<file path="src/rtl/ufb_map.vh">
// Register offsets, field positions, reset values and timing counts of the serial frame block.
`ifndef UFB_MAP_VH
`define UFB_MAP_VH

// ************************************************************
// Register offsets on the register port.
// ************************************************************
`define UFB_ADDR_DATA 3'h0
`define UFB_ADDR_STATUS_A 3'h1
`define UFB_ADDR_CTRL_B 3'h2
`define UFB_ADDR_FORMAT 3'h3
`define UFB_ADDR_BAUD_HI 3'h4
`define UFB_ADDR_BAUD_LO 3'h5

// ************************************************************
// Field positions in link_status_a.
// ************************************************************
`define UFB_A_RXC 7
`define UFB_A_TXC 6
`define UFB_A_UDRE 5
`define UFB_A_FE 4
`define UFB_A_PE 2
`define UFB_A_DBL 1

// ************************************************************
// Field positions in frame_ctrl_b.
// ************************************************************
`define UFB_B_RXEN 4
`define UFB_B_TXEN 3
`define UFB_B_SIZE2 2
`define UFB_B_RX9 1
`define UFB_B_TX9 0

// ************************************************************
// Field positions in frame_format_ctrl.
// ************************************************************
`define UFB_C_SYNC 6
`define UFB_C_PAR_HI 5
`define UFB_C_PAR_LO 4
`define UFB_C_STOP 3
`define UFB_C_SIZE_HI 2
`define UFB_C_SIZE_LO 1
`define UFB_C_POL 0

// ************************************************************
// Reset values.
// ************************************************************
`define UFB_STATUS_RST 8'h20
`define UFB_CTRLB_RST 8'h00
`define UFB_FORMAT_RST 8'h06
`define UFB_BAUD_RST 12'h000

// ************************************************************
// Oversampling counts per bit, as last count and half-bit start.
// ************************************************************
`define UFB_SPB_NORM_MAX 4'hF
`define UFB_SPB_DBL_MAX 4'h7
`define UFB_HALF_NORM 4'h7
`define UFB_HALF_DBL 4'h3

`endif

</file>
<file path="src/rtl/ufb_baud.v">
// Baud-rate prescaler that gives one tick every divisor-plus-one clocks.
`include "ufb_map.vh"

module ufb_baud (
  // Clock and reset.
  input wire clock,
  input wire rst_n,
  // Divisor and reload strobe.
  input wire [11:0] divisor,
  input wire reload,
  // One-cycle tick.
  output reg tick
);

  reg [11:0] count;

  // Down counter; a reload restarts the period at once, so a frame in flight is disturbed.
  always @(posedge clock) begin
    if (!rst_n) begin
      count <= `UFB_BAUD_RST;
      tick <= 1'b0;
    end else if (reload) begin
      count <= divisor; // [RULE15] [RULE17]
      tick <= 1'b0;
    end else if (count == 12'h000) begin
      count <= divisor; // [RULE20]
      tick <= 1'b1;
    end else begin
      count <= count - 12'h001;
      tick <= 1'b0;
    end
  end

endmodule

</file>
<file path="src/rtl/ufb_top.v">
// Serial frame block with frame format, parity, stop bits and baud divisor configuration.
//
// Chosen here: strobed register access and the placing of the registers.
`include "ufb_map.vh"

//  Contract
// RULE1 - Three-bit size code picks 5, 6, 7, 8 or 9 data bits for both directions.
// RULE2 - With nine bits, the received ninth bit reads from frame_ctrl_b.
// RULE3 - Software reads the ninth received bit before the data window.
// RULE4 - With nine bits, the stored transmit ninth bit goes out as data bit eight.
// RULE5 - Software sets the transmit ninth bit before writing the data window.
// RULE6 - Mode select zero is asynchronous, one is synchronous.
// RULE7 - Parity code: 00 off, 01 reserved, 10 even, 11 odd.
// RULE8 - With parity on, the transmitter appends parity of the data bits.
// RULE9 - With parity on, the receiver checks parity and flags a mismatch.
// RULE10 - Stop select zero sends one stop bit, one sends two.
// RULE11 - The receiver ignores the stop count selection.
// RULE12 - Sync polarity zero: transmit on rising, sample on falling; one swaps.
// RULE13 - Software keeps clock polarity zero in asynchronous mode.
// RULE14 - Baud divisor is twelve bits, four high and eight low.
// RULE15 - Writing the low divisor byte reloads the prescaler at once.
// RULE16 - Software writes zeros to the four reserved high divisor bits.
// RULE17 - Changing the divisor corrupts a frame in flight; change only when idle.
// RULE18 - Parity error flag belongs to the buffered character received with a mismatch.
// RULE19 - Double speed divides oversampling from sixteen to eight, async only.
// RULE20 - Async bit rate is clock over sixteen or eight times divisor plus one.
// RULE21 - Software avoids reserved size and parity codes.
module ufb_top (
  // Clock and reset.
  input wire CLOCK,
  input wire RST_N,
  // Register port.
  input wire [2:0] ADDR,
  input wire [7:0] WR_DATA,
  input wire WR_EN,
  input wire RD_EN,
  output reg [7:0] RD_DATA,
  // Serial lines.
  input wire RXD,
  output reg TXD,
  output reg XCK_O,
  output reg XCK_OE
);

  // ************************************************************
  // State codes and helper functions.
  // ************************************************************
  localparam RX_IDLE = 2'b01;
  localparam RX_BUSY = 2'b10;
  localparam TX_IDLE = 2'b01;
  localparam TX_BUSY = 2'b10;
  // Reset words are kept whole so that each field can be picked out by position.
  localparam [7:0] FORMAT_RST = `UFB_FORMAT_RST;
  localparam [7:0] STATUS_RST = `UFB_STATUS_RST;

  // Data bits per frame; reserved codes fall back to eight.
  function [3:0] char_bits;
    input [2:0] code;
    begin
      case (code)
        3'b000: char_bits = 4'h5; // [RULE1]
        3'b001: char_bits = 4'h6; // [RULE1]
        3'b010: char_bits = 4'h7; // [RULE1]
        3'b011: char_bits = 4'h8; // [RULE1]
        3'b111: char_bits = 4'h9; // [RULE1]
        default: char_bits = 4'h8; // [RULE21]
      endcase
    end
  endfunction

  // Mask of the live data bits for a given width.
  function [8:0] data_mask;
    input [3:0] n;
    begin
      data_mask = ~(9'h1FF << n);
    end
  endfunction

  // Parity over the live data bits; the odd select inverts it.
  function parity_of;
    input [8:0] data;
    input [3:0] n;
    input odd;
    begin
      parity_of = (^(data & data_mask(n))) ^ odd;
    end
  endfunction

  // Whole outgoing frame, first bit in bit zero, idle ones above.
  function [12:0] tx_frame;
    input [8:0] data;
    input [3:0] n;
    input pen;
    input podd;
    integer i;
    begin
      tx_frame = 13'h1FFF;
      tx_frame[0] = 1'b0;
      for (i = 0; i < 9; i = i + 1) begin
        if (i < n) begin
          tx_frame[i + 1] = data[i];
        end
      end
      if (pen) begin
        tx_frame[n + 1] = parity_of(data, n, podd); // [RULE8]
      end
    end
  endfunction

  // ************************************************************
  // Register state.
  // ************************************************************
  reg [7:0] rx_buf;
  reg rx_ninth_bit;
  reg rxc;
  reg fe;
  reg parity_err_flag;
  reg txc;
  reg udre;
  reg double_speed;
  reg rx_en;
  reg tx_en;
  reg char_size_top_bit;
  reg tx_ninth_bit;
  reg sync_mode_select;
  reg [1:0] parity_mode_sel;
  reg stop_count_sel;
  reg [1:0] char_size_low_bits;
  reg clk_edge_polarity;
  reg [3:0] baud_hi;
  reg [7:0] baud_lo;
  reg [7:0] tx_buf;
  reg tx_buf9;

  // Receive and transmit engines.
  reg [1:0] rx_state;
  reg [3:0] rx_cnt;
  reg [3:0] rx_idx;
  reg [11:0] rx_bits;
  reg rx_done;
  reg [1:0] tx_state;
  reg [3:0] tx_cnt;
  reg [12:0] tx_sh;
  reg [3:0] tx_left;
  reg tx_end;

  wire tick;

  // ************************************************************
  // Decode and derived settings.
  // ************************************************************
  wire wr_data_win = WR_EN && (ADDR == `UFB_ADDR_DATA);
  wire rd_data_win = RD_EN && (ADDR == `UFB_ADDR_DATA);
  wire wr_status = WR_EN && (ADDR == `UFB_ADDR_STATUS_A);
  wire wr_ctrl_b = WR_EN && (ADDR == `UFB_ADDR_CTRL_B);
  wire wr_format = WR_EN && (ADDR == `UFB_ADDR_FORMAT);
  wire wr_baud_hi = WR_EN && (ADDR == `UFB_ADDR_BAUD_HI);
  wire wr_baud_lo = WR_EN && (ADDR == `UFB_ADDR_BAUD_LO);

  wire [3:0] nbits = char_bits({char_size_top_bit, char_size_low_bits}); // [RULE1]
  wire par_en = parity_mode_sel[1]; // [RULE7]
  wire par_odd = parity_mode_sel[0]; // [RULE7]
  wire is_sync = sync_mode_select; // [RULE6]
  // Double speed only shortens the asynchronous bit; sync mode ignores it.
  wire [3:0] spb_max = (double_speed && !is_sync) ? `UFB_SPB_DBL_MAX : `UFB_SPB_NORM_MAX; // [RULE19]
  wire [3:0] half_bit = (double_speed && !is_sync) ? `UFB_HALF_DBL : `UFB_HALF_NORM; // [RULE19]
  wire [11:0] baud_divisor = {baud_hi, baud_lo}; // [RULE14]

  // Sync clock edges; polarity picks which edge shifts and which samples.
  wire xck_rise = is_sync && tick && !XCK_O;
  wire xck_fall = is_sync && tick && XCK_O;
  wire tx_edge = clk_edge_polarity ? xck_fall : xck_rise; // [RULE12]
  wire rx_edge = clk_edge_polarity ? xck_rise : xck_fall; // [RULE12]
  wire tx_step = is_sync ? tx_edge : (tick && (tx_cnt == spb_max));
  wire rx_sample = is_sync ? rx_edge : (tick && (rx_cnt == spb_max));

  // Receiver frame length ignores the stop count: one stop bit is checked.
  wire [3:0] rx_last = nbits + {3'b000, par_en} + 4'h1; // [RULE11]
  wire [8:0] rx_data = rx_bits[9:1] & data_mask(nbits);
  wire rx_par_bit = rx_bits[nbits + 4'h1];
  wire rx_stop_bit = rx_bits[rx_last];
  wire [3:0] tx_len = nbits + {3'b000, par_en} + {3'b000, stop_count_sel} + 4'h2; // [RULE10]

  // ************************************************************
  // Baud prescaler.
  // ************************************************************
  ufb_baud u_baud (
    .clock(CLOCK),
    .rst_n(RST_N),
    .divisor(baud_divisor),
    .reload(wr_baud_lo),
    .tick(tick)
  );

  // ************************************************************
  // Configuration registers.
  // ************************************************************
  // Plain configuration storage written from the register port.
  always @(posedge CLOCK) begin
    if (!RST_N) begin
      double_speed <= 1'b0;
      {rx_en, tx_en, char_size_top_bit, tx_ninth_bit} <= 4'h0;
      {sync_mode_select, parity_mode_sel, stop_count_sel} <= FORMAT_RST[6:3];
      char_size_low_bits <= FORMAT_RST[2:1];
      clk_edge_polarity <= 1'b0;
      baud_hi <= 4'h0;
      baud_lo <= 8'h00;
    end else begin
      if (wr_status) begin
        double_speed <= WR_DATA[`UFB_A_DBL];
      end
      if (wr_ctrl_b) begin
        rx_en <= WR_DATA[`UFB_B_RXEN];
        tx_en <= WR_DATA[`UFB_B_TXEN];
        char_size_top_bit <= WR_DATA[`UFB_B_SIZE2];
        tx_ninth_bit <= WR_DATA[`UFB_B_TX9];
      end
      if (wr_format) begin
        sync_mode_select <= WR_DATA[`UFB_C_SYNC];
        parity_mode_sel <= WR_DATA[`UFB_C_PAR_HI:`UFB_C_PAR_LO];
        stop_count_sel <= WR_DATA[`UFB_C_STOP];
        char_size_low_bits <= WR_DATA[`UFB_C_SIZE_HI:`UFB_C_SIZE_LO];
        clk_edge_polarity <= WR_DATA[`UFB_C_POL];
      end
      // Only the low nibble is stored; the reserved bits are not kept.
      if (wr_baud_hi) begin
        baud_hi <= WR_DATA[3:0]; // [RULE14] [RULE16]
      end
      if (wr_baud_lo) begin
        baud_lo <= WR_DATA; // [RULE14]
      end
    end
  end

  // ************************************************************
  // Read port.
  // ************************************************************
  // Read data stand only in the cycle after the strobe; unmapped offsets read zero.
  always @(posedge CLOCK) begin
    if (!RST_N) begin
      RD_DATA <= 8'h00;
    end else if (RD_EN) begin
      case (ADDR)
        `UFB_ADDR_DATA: RD_DATA <= rx_buf;
        `UFB_ADDR_STATUS_A: RD_DATA <= {rxc, txc, udre, fe, 1'b0, parity_err_flag, double_speed, 1'b0};
        `UFB_ADDR_CTRL_B: RD_DATA <= {3'b000, rx_en, tx_en, char_size_top_bit, rx_ninth_bit, tx_ninth_bit}; // [RULE2]
        `UFB_ADDR_FORMAT: RD_DATA <= {1'b0, sync_mode_select, parity_mode_sel, stop_count_sel,
                                      char_size_low_bits, clk_edge_polarity};
        `UFB_ADDR_BAUD_HI: RD_DATA <= {4'h0, baud_hi};
        `UFB_ADDR_BAUD_LO: RD_DATA <= baud_lo;
        default: RD_DATA <= 8'h00;
      endcase
    end else begin
      RD_DATA <= 8'h00;
    end
  end

  // ************************************************************
  // Sync clock pin.
  // ************************************************************
  // The pin toggles on every prescaler tick in sync mode and rests low otherwise.
  always @(posedge CLOCK) begin
    if (!RST_N) begin
      XCK_O <= 1'b0;
      XCK_OE <= 1'b0;
    end else begin
      XCK_OE <= is_sync; // [RULE6]
      if (!is_sync) begin
        XCK_O <= 1'b0; // [RULE13]
      end else if (tick) begin
        XCK_O <= ~XCK_O;
      end
    end
  end

  // ************************************************************
  // Receiver.
  // ************************************************************
  // Async frames are sampled mid-bit from a half-bit start offset; sync frames on the sample edge.
  always @(posedge CLOCK) begin
    if (!RST_N) begin
      rx_state <= RX_IDLE;
      rx_cnt <= 4'h0;
      rx_idx <= 4'h0;
      rx_bits <= 12'hFFF;
      rx_done <= 1'b0;
    end else begin
      rx_done <= 1'b0;
      if (tick) begin
        rx_cnt <= (rx_cnt == spb_max) ? 4'h0 : rx_cnt + 4'h1;
      end
      case (rx_state)
        RX_IDLE: begin
          if (rx_en && !RXD && is_sync && rx_edge) begin
            rx_state <= RX_BUSY;
            rx_bits <= 12'hFFE;
            rx_idx <= 4'h1;
          end else if (rx_en && !RXD && !is_sync) begin
            rx_state <= RX_BUSY;
            rx_bits <= 12'hFFF;
            rx_idx <= 4'h0;
            rx_cnt <= half_bit; // [RULE19]
          end
        end
        RX_BUSY: begin
          if (!rx_en) begin
            rx_state <= RX_IDLE;
          end else if (rx_sample) begin
            rx_bits[rx_idx] <= RXD;
            if (rx_idx == 4'h0 && RXD) begin
              // A start bit that is high again at mid-bit was a glitch.
              rx_state <= RX_IDLE;
            end else if (rx_idx == rx_last) begin
              rx_state <= RX_IDLE; // [RULE11]
              rx_done <= 1'b1;
            end else begin
              rx_idx <= rx_idx + 4'h1;
            end
          end
        end
        default: rx_state <= RX_IDLE;
      endcase
    end
  end

  // Receive buffer and its flags; a new character wins over a read that clears the flag.
  always @(posedge CLOCK) begin
    if (!RST_N) begin
      rx_buf <= 8'h00;
      rx_ninth_bit <= 1'b0;
      rxc <= 1'b0;
      fe <= 1'b0;
      parity_err_flag <= 1'b0;
    end else if (!rx_en) begin
      rxc <= 1'b0;
      fe <= 1'b0;
      parity_err_flag <= 1'b0;
    end else begin
      rxc <= rx_done | (rxc & ~rd_data_win); // [RULE3]
      if (rx_done) begin
        rx_buf <= rx_data[7:0];
        rx_ninth_bit <= rx_data[8]; // [RULE2]
        fe <= ~rx_stop_bit;
        parity_err_flag <= par_en && (rx_par_bit != parity_of(rx_data, nbits, par_odd)); // [RULE9] [RULE18]
      end else if (rd_data_win) begin
        // The error flags describe the buffered character, so they go once it is read.
        fe <= 1'b0;
        parity_err_flag <= 1'b0; // [RULE18]
      end
    end
  end

  // ************************************************************
  // Transmitter.
  // ************************************************************
  // Buffer handshake: a data write is taken only while the buffer is empty.
  always @(posedge CLOCK) begin
    if (!RST_N) begin
      tx_buf <= 8'h00;
      tx_buf9 <= 1'b0;
      udre <= STATUS_RST[`UFB_A_UDRE];
      txc <= 1'b0;
    end else begin
      if (wr_data_win && udre) begin
        tx_buf <= WR_DATA;
        tx_buf9 <= tx_ninth_bit; // [RULE4] [RULE5]
        udre <= 1'b0;
      end else if (!udre && tx_en && tx_state == TX_IDLE) begin
        udre <= 1'b1;
      end
      txc <= (tx_end && udre) | (txc & ~(wr_status && WR_DATA[`UFB_A_TXC]));
    end
  end

  // Shift engine; disabling the transmitter lets the current frame finish.
  always @(posedge CLOCK) begin
    if (!RST_N) begin
      tx_state <= TX_IDLE;
      tx_cnt <= 4'h0;
      tx_sh <= 13'h1FFF;
      tx_left <= 4'h0;
      tx_end <= 1'b0;
      TXD <= 1'b1;
    end else begin
      tx_end <= 1'b0;
      if (tick) begin
        tx_cnt <= (tx_cnt == spb_max) ? 4'h0 : tx_cnt + 4'h1;
      end
      case (tx_state)
        TX_IDLE: begin
          TXD <= 1'b1;
          if (!udre && tx_en) begin
            tx_sh <= tx_frame({tx_buf9, tx_buf}, nbits, par_en, par_odd); // [RULE4] [RULE8]
            tx_left <= tx_len; // [RULE10]
            tx_state <= TX_BUSY;
          end
        end
        TX_BUSY: begin
          if (tx_step) begin
            if (tx_left == 4'h0) begin
              tx_state <= TX_IDLE;
              tx_end <= 1'b1;
            end else begin
              TXD <= tx_sh[0]; // [RULE12]
              tx_sh <= {1'b1, tx_sh[12:1]};
              tx_left <= tx_left - 4'h1;
            end
          end
        end
        default: tx_state <= TX_IDLE;
      endcase
    end
  end

endmodule

</file>
<file path="config.mk">
export PLATFORM = sky130hd
export DESIGN_NAME = ufb_top
export DESIGN_NICKNAME = d
export VERILOG_FILES = /design/src/rtl/ufb_baud.v /design/src/rtl/ufb_top.v
export VERILOG_INCLUDE_DIRS = /design/src /design/src/rtl
export SDC_FILE = /design/constraint.sdc
export NUM_CORES = 1
export LEC_CHECK = 0
export ABC_AREA = 0
export BUFFER_PORTS_ARGS = -buffer_cell sky130_fd_sc_hd__buf_2
export CAP_MARGIN = 20
export CELL_PAD_IN_SITES_DETAIL_PLACEMENT = 0
export CELL_PAD_IN_SITES_GLOBAL_PLACEMENT = 1
export CORE_ASPECT_RATIO = 2
export CORE_MARGIN = 5
export CORE_UTILIZATION = 35
export DETAILED_ROUTE_END_ITERATION = 16
export GPL_TIMING_DRIVEN = 0
export PLACE_DENSITY_LB_ADDON = 0.3
export SYNTH_ARGS = -nofsm -noshare
export SYNTH_HDL_FRONTEND = slang
export SYNTH_SLANG_ARGS = --single-unit
</file>
<file path="constraint.sdc">
create_clock -name CLOCK -period 10.2 [get_ports CLOCK]
set_clock_uncertainty 0.15 [all_clocks]
set_input_delay 0.51 -clock CLOCK [delete_from_list [all_inputs] [get_ports CLOCK]]
set_output_delay 0.51 -clock CLOCK [all_outputs]
set_load 0.01 [all_outputs]
</file>
==> metrics.cfg <==
[cts]
cts.htree.levels = 4
clock_path_buffers = 2
cts_resized = 0
cts.sinks = 118
cts.root.buffer_cell = clkbuf_16
clock_insertion_delay_at_the_later_pin_of_the_skew_report_ns = 0.41
post_cts_hold_buffer_count = 0
post-cts-setup-buffer-count = 0
clkTransAtPathRegs_ns = 0.05
cts_tree = done
cts_buffers = 17

[worst_setup_path]
cp-start-kind = register
setup.worst_path.end_class = register
crit_path_top_delay_cell = dfxtp_1
worst_path_most_repeated_cell = ha_1
worst-r2r-cell-count = 11
rrSetupSlack_ns = 6.27
timing.rr.start = char_size_low_bits[0]
crit_start = char_size_low_bits[0]
worst_ep_arrival_time_ns = 4.06
worstSetupPathType = reg -> reg
timing.critical_path.slowest_cell_delay_ns = 0.47
critical_path_depth = 11
timing.critical_path.cells = buf_2 > xor2_1 > nor2b_1 > ha_1 > ha_1 > xnor2_1 > xnor3_1 > or3_4 > o311ai_4 > or3_2 > a21oi_1
worst_ep_required_time_ns = 10.33
critical_path_peak_fanout = 10
regToRegEndpoint = rx_idx[2]
path_buf_inv = 1
timing.critical_path.max_delay_family = simple AND/OR/NAND/NOR gates
setup.worst_path.end = rx_idx[2]

[outcome]
outcome = finished, final reports clean

[place]
place.gp.congestion = 0.843
port_buffers = 25
place.detailed.hpwl_um = 15300

[sta]
slew_headroom_pct = 41.9
number_of_slew_limit_violations_in_the_final_report = 0
min_period_ns = 3.93
hold_viol_final = 0
final_count_of_negative_setup_slack_endpoints = 0
grt_setup_unrepaired = false
totalNegativeSetupSlack_ns = 0
worst_pin_slew_ns = 0.864
layout_worst_path_cycle_share_pct = 38.5
achievable_clock_frequency_mhz = 254

[global_route]
grt_pass1_vias = 5563
grt_overflow = 0
grt.total_usage_pct = 19.1
grt_start_max_net_pins = 17
grt_first_pass_wirelength_um = 31100
antenna_found_initial = 0

[cells_and_area]
antenna_cells_inserted = 0
fillerInstances = 1884
layout.cells.most_common = nand2_1
final_layout_size_suffix_gt1_share_pct = 9.95
areaGrowthSynthToFinish_pct = 14.4
regArea_um2 = 2360
fin_nets = 840
most-common-layout-cells = nand2_1 (139), dfxtp_1 (118), nor2_1 (41), o21ai_0 (41), mux2i_1 (39)
multi_input_area_um2 = 3800

[synthesis]
synthesis.yosys.warnings = 0
syn_inst = 760
synthesis.nets = 796
synth_unique_cells = 65
mappedNetlistArea_um2 = 6440
ys.flop_type = dfxtp_1
synth.ff_latch_count = 118
asyncSetResetFlopFracSynth_pct = 0
synth-edff-count = 0
avgSynthCellArea_um2 = 8.47
synth.yosys.seq_area_share_pct = 36.7

[floorplanning]
floorplan.rows = 70
die_height_um = 202
design.portCount = 27
core_area_um2 = 18200
floorplan.die.width_um = 106
floorplan.die_area_um2 = 21400
initial_standard_cell_utilization_of_the_core_pct = 35.4

[route]
drtAntennaViolNets = 0
routed-via-count = 5463
routed_via_density = 5.30
dr_wl_cell_um = 19.0
drt-initial-drc-count = 257
post-route-drc-count = 0
drtPass1Iterations = 4
finalWirelength_um = 19500

[power]
leakagePower_nw = 2.91
design_power_total_mw = 1.31
max-vdd-ir-drop_v = 0.0000919
power_density_nw_per_um2 = 178

[worst_hold_path]
worst_hold_path_type = in -> reg

[run]
timing.max_cap.violations = 0

-- layer usage --
metal	vias to the layer above	track usage (%)	wire length, µm	part of all wire (%)
li1	2740	-	-	-
met1	2589	18.6	7150	37
met3	42	3.20	385	2.0
met2	92	36.1	10800	55
met4	0	12.6	1240	6.4
met5	-	0	0	0
-- worst min-delay path, stage by stage --
cell	delay, ns
buf_2	0.12
nand2_1	0.05
a21boi_0	0.06
-- synthesized netlist by cell type (3+ instances only) --
library cell	count	area share, %
nor3b_1	4	0.47
inv_1	16	0.93
nand3_1	35	2.7
o21ai_0	41	3.2
or3_1	5	0.49
nand4_1	8	0.78
o221ai_1	4	0.54
mux2i_1	39	6.1
xnor2_1	27	3.7
mux4_2	5	1.7
o21ai_2	3	0.41
xor2_1	15	2.0
nor4b_1	4	0.54
o211a_1	13	2.0
nand2b_1	4	0.39
o21a_1	5	0.58
and2_1	7	0.68
ha_1	20	3.9
dfxtp_1	118	37
buf_6	3	0.52
nand2_1	139	8.1
a22oi_1	5	0.58
nor3_1	9	0.70
buf_2	6	0.47
a21boi_0	24	2.8
a41oi_1	3	0.41
nor2b_1	30	2.9
and3_1	8	0.78
or4_1	3	0.35
o22ai_1	4	0.39
o31ai_1	3	0.35
clkbuf_1	32	1.9
nor2_1	41	2.4
a21oi_1	35	2.7
o211ai_1	7	0.82
-- stage by stage --
stage | hold WS, ns | cell area [µm²] | util (%) | worst slack (ns) | instances
2_1_floorplan | 0.265 | 6440 | - | 6.88 | 760
3_3_place_gp | 0.278 | 6840 | 37.5 | 6.30 | 1001
3_5_place_dp | 0.281 | 6840 | 37.5 | 6.30 | 1001
6_report | 0.235 | 7370 | 40.4 | 6.27 | 1030
4_1_cts | 0.210 | 7370 | 40.4 | 6.27 | 1030
5_1_grt | 0.213 | 7370 | 40.4 | 6.07 | 1030
-- power breakdown --
part	internal (mW)	switching [mW]
Combinational	0.111	0.134
Clock	0.348	0.201
Sequential	0.490	0.0254
Total	0.949	0.360
-- worst min path at each step --
stage	startpoint	endpoint	slack [ns]	depth (start not counted)
finish	WR_DATA[7]	baud_lo[7]	0.23	3
global route	WR_DATA[7]	baud_lo[7]	0.21	3
CTS	WR_DATA[7]	baud_lo[7]	0.21	3
detailed placement	tx_sh[12]	tx_sh[12]	0.28	1
global placement	tx_sh[12]	tx_sh[12]	0.28	1
floorplan	tx_sh[12]	tx_sh[12]	0.27	1
-- cell families after synthesis --
| group | count (synthesis) | synth area share (%) |
|---|---|---|
| buf+inv | 61 | 4.25 |
| xor+xnor | 46 | 7.03 |
| compound gates | 158 | 16.5 |
| simple gates | 311 | 23.2 |
| fa+ha+maj | 20 | 3.89 |
| mux | 46 | 8.39 |
| flops | 118 | 36.7 |
-- state kept, by name, indices dropped and copies added (netlist names), 2 cells and up --
register / cells
rx_cnt: 4
rx_bits: 12
RD_DATA: 8
baud_lo: 8
rx_state: 2
rx_idx: 4
u_baud.count: 12
tx_cnt: 4
baud_hi: 4
tx_left: 4
parity_mode_sel: 2
rx_buf: 8
tx_buf: 8
tx_state: 2
tx_sh: 13
char_size_low_bits: 2
-- final cells by class --
| class | count | area share [%] |
|---|---|---|
| clock buffers | 24 | 6.54 |
| repair buffers | 25 | 1.70 |
| flip-flops and latches | 118 | 32.1 |
| well taps | 216 | 3.67 |
| multi-input cells | 581 | 51.6 |
| clock inverters | 5 | 0.679 |
| plain buffers | 45 | 2.90 |
| inverters | 16 | 0.815 |
No activity file was read; power rests on OpenSTA's default activity.
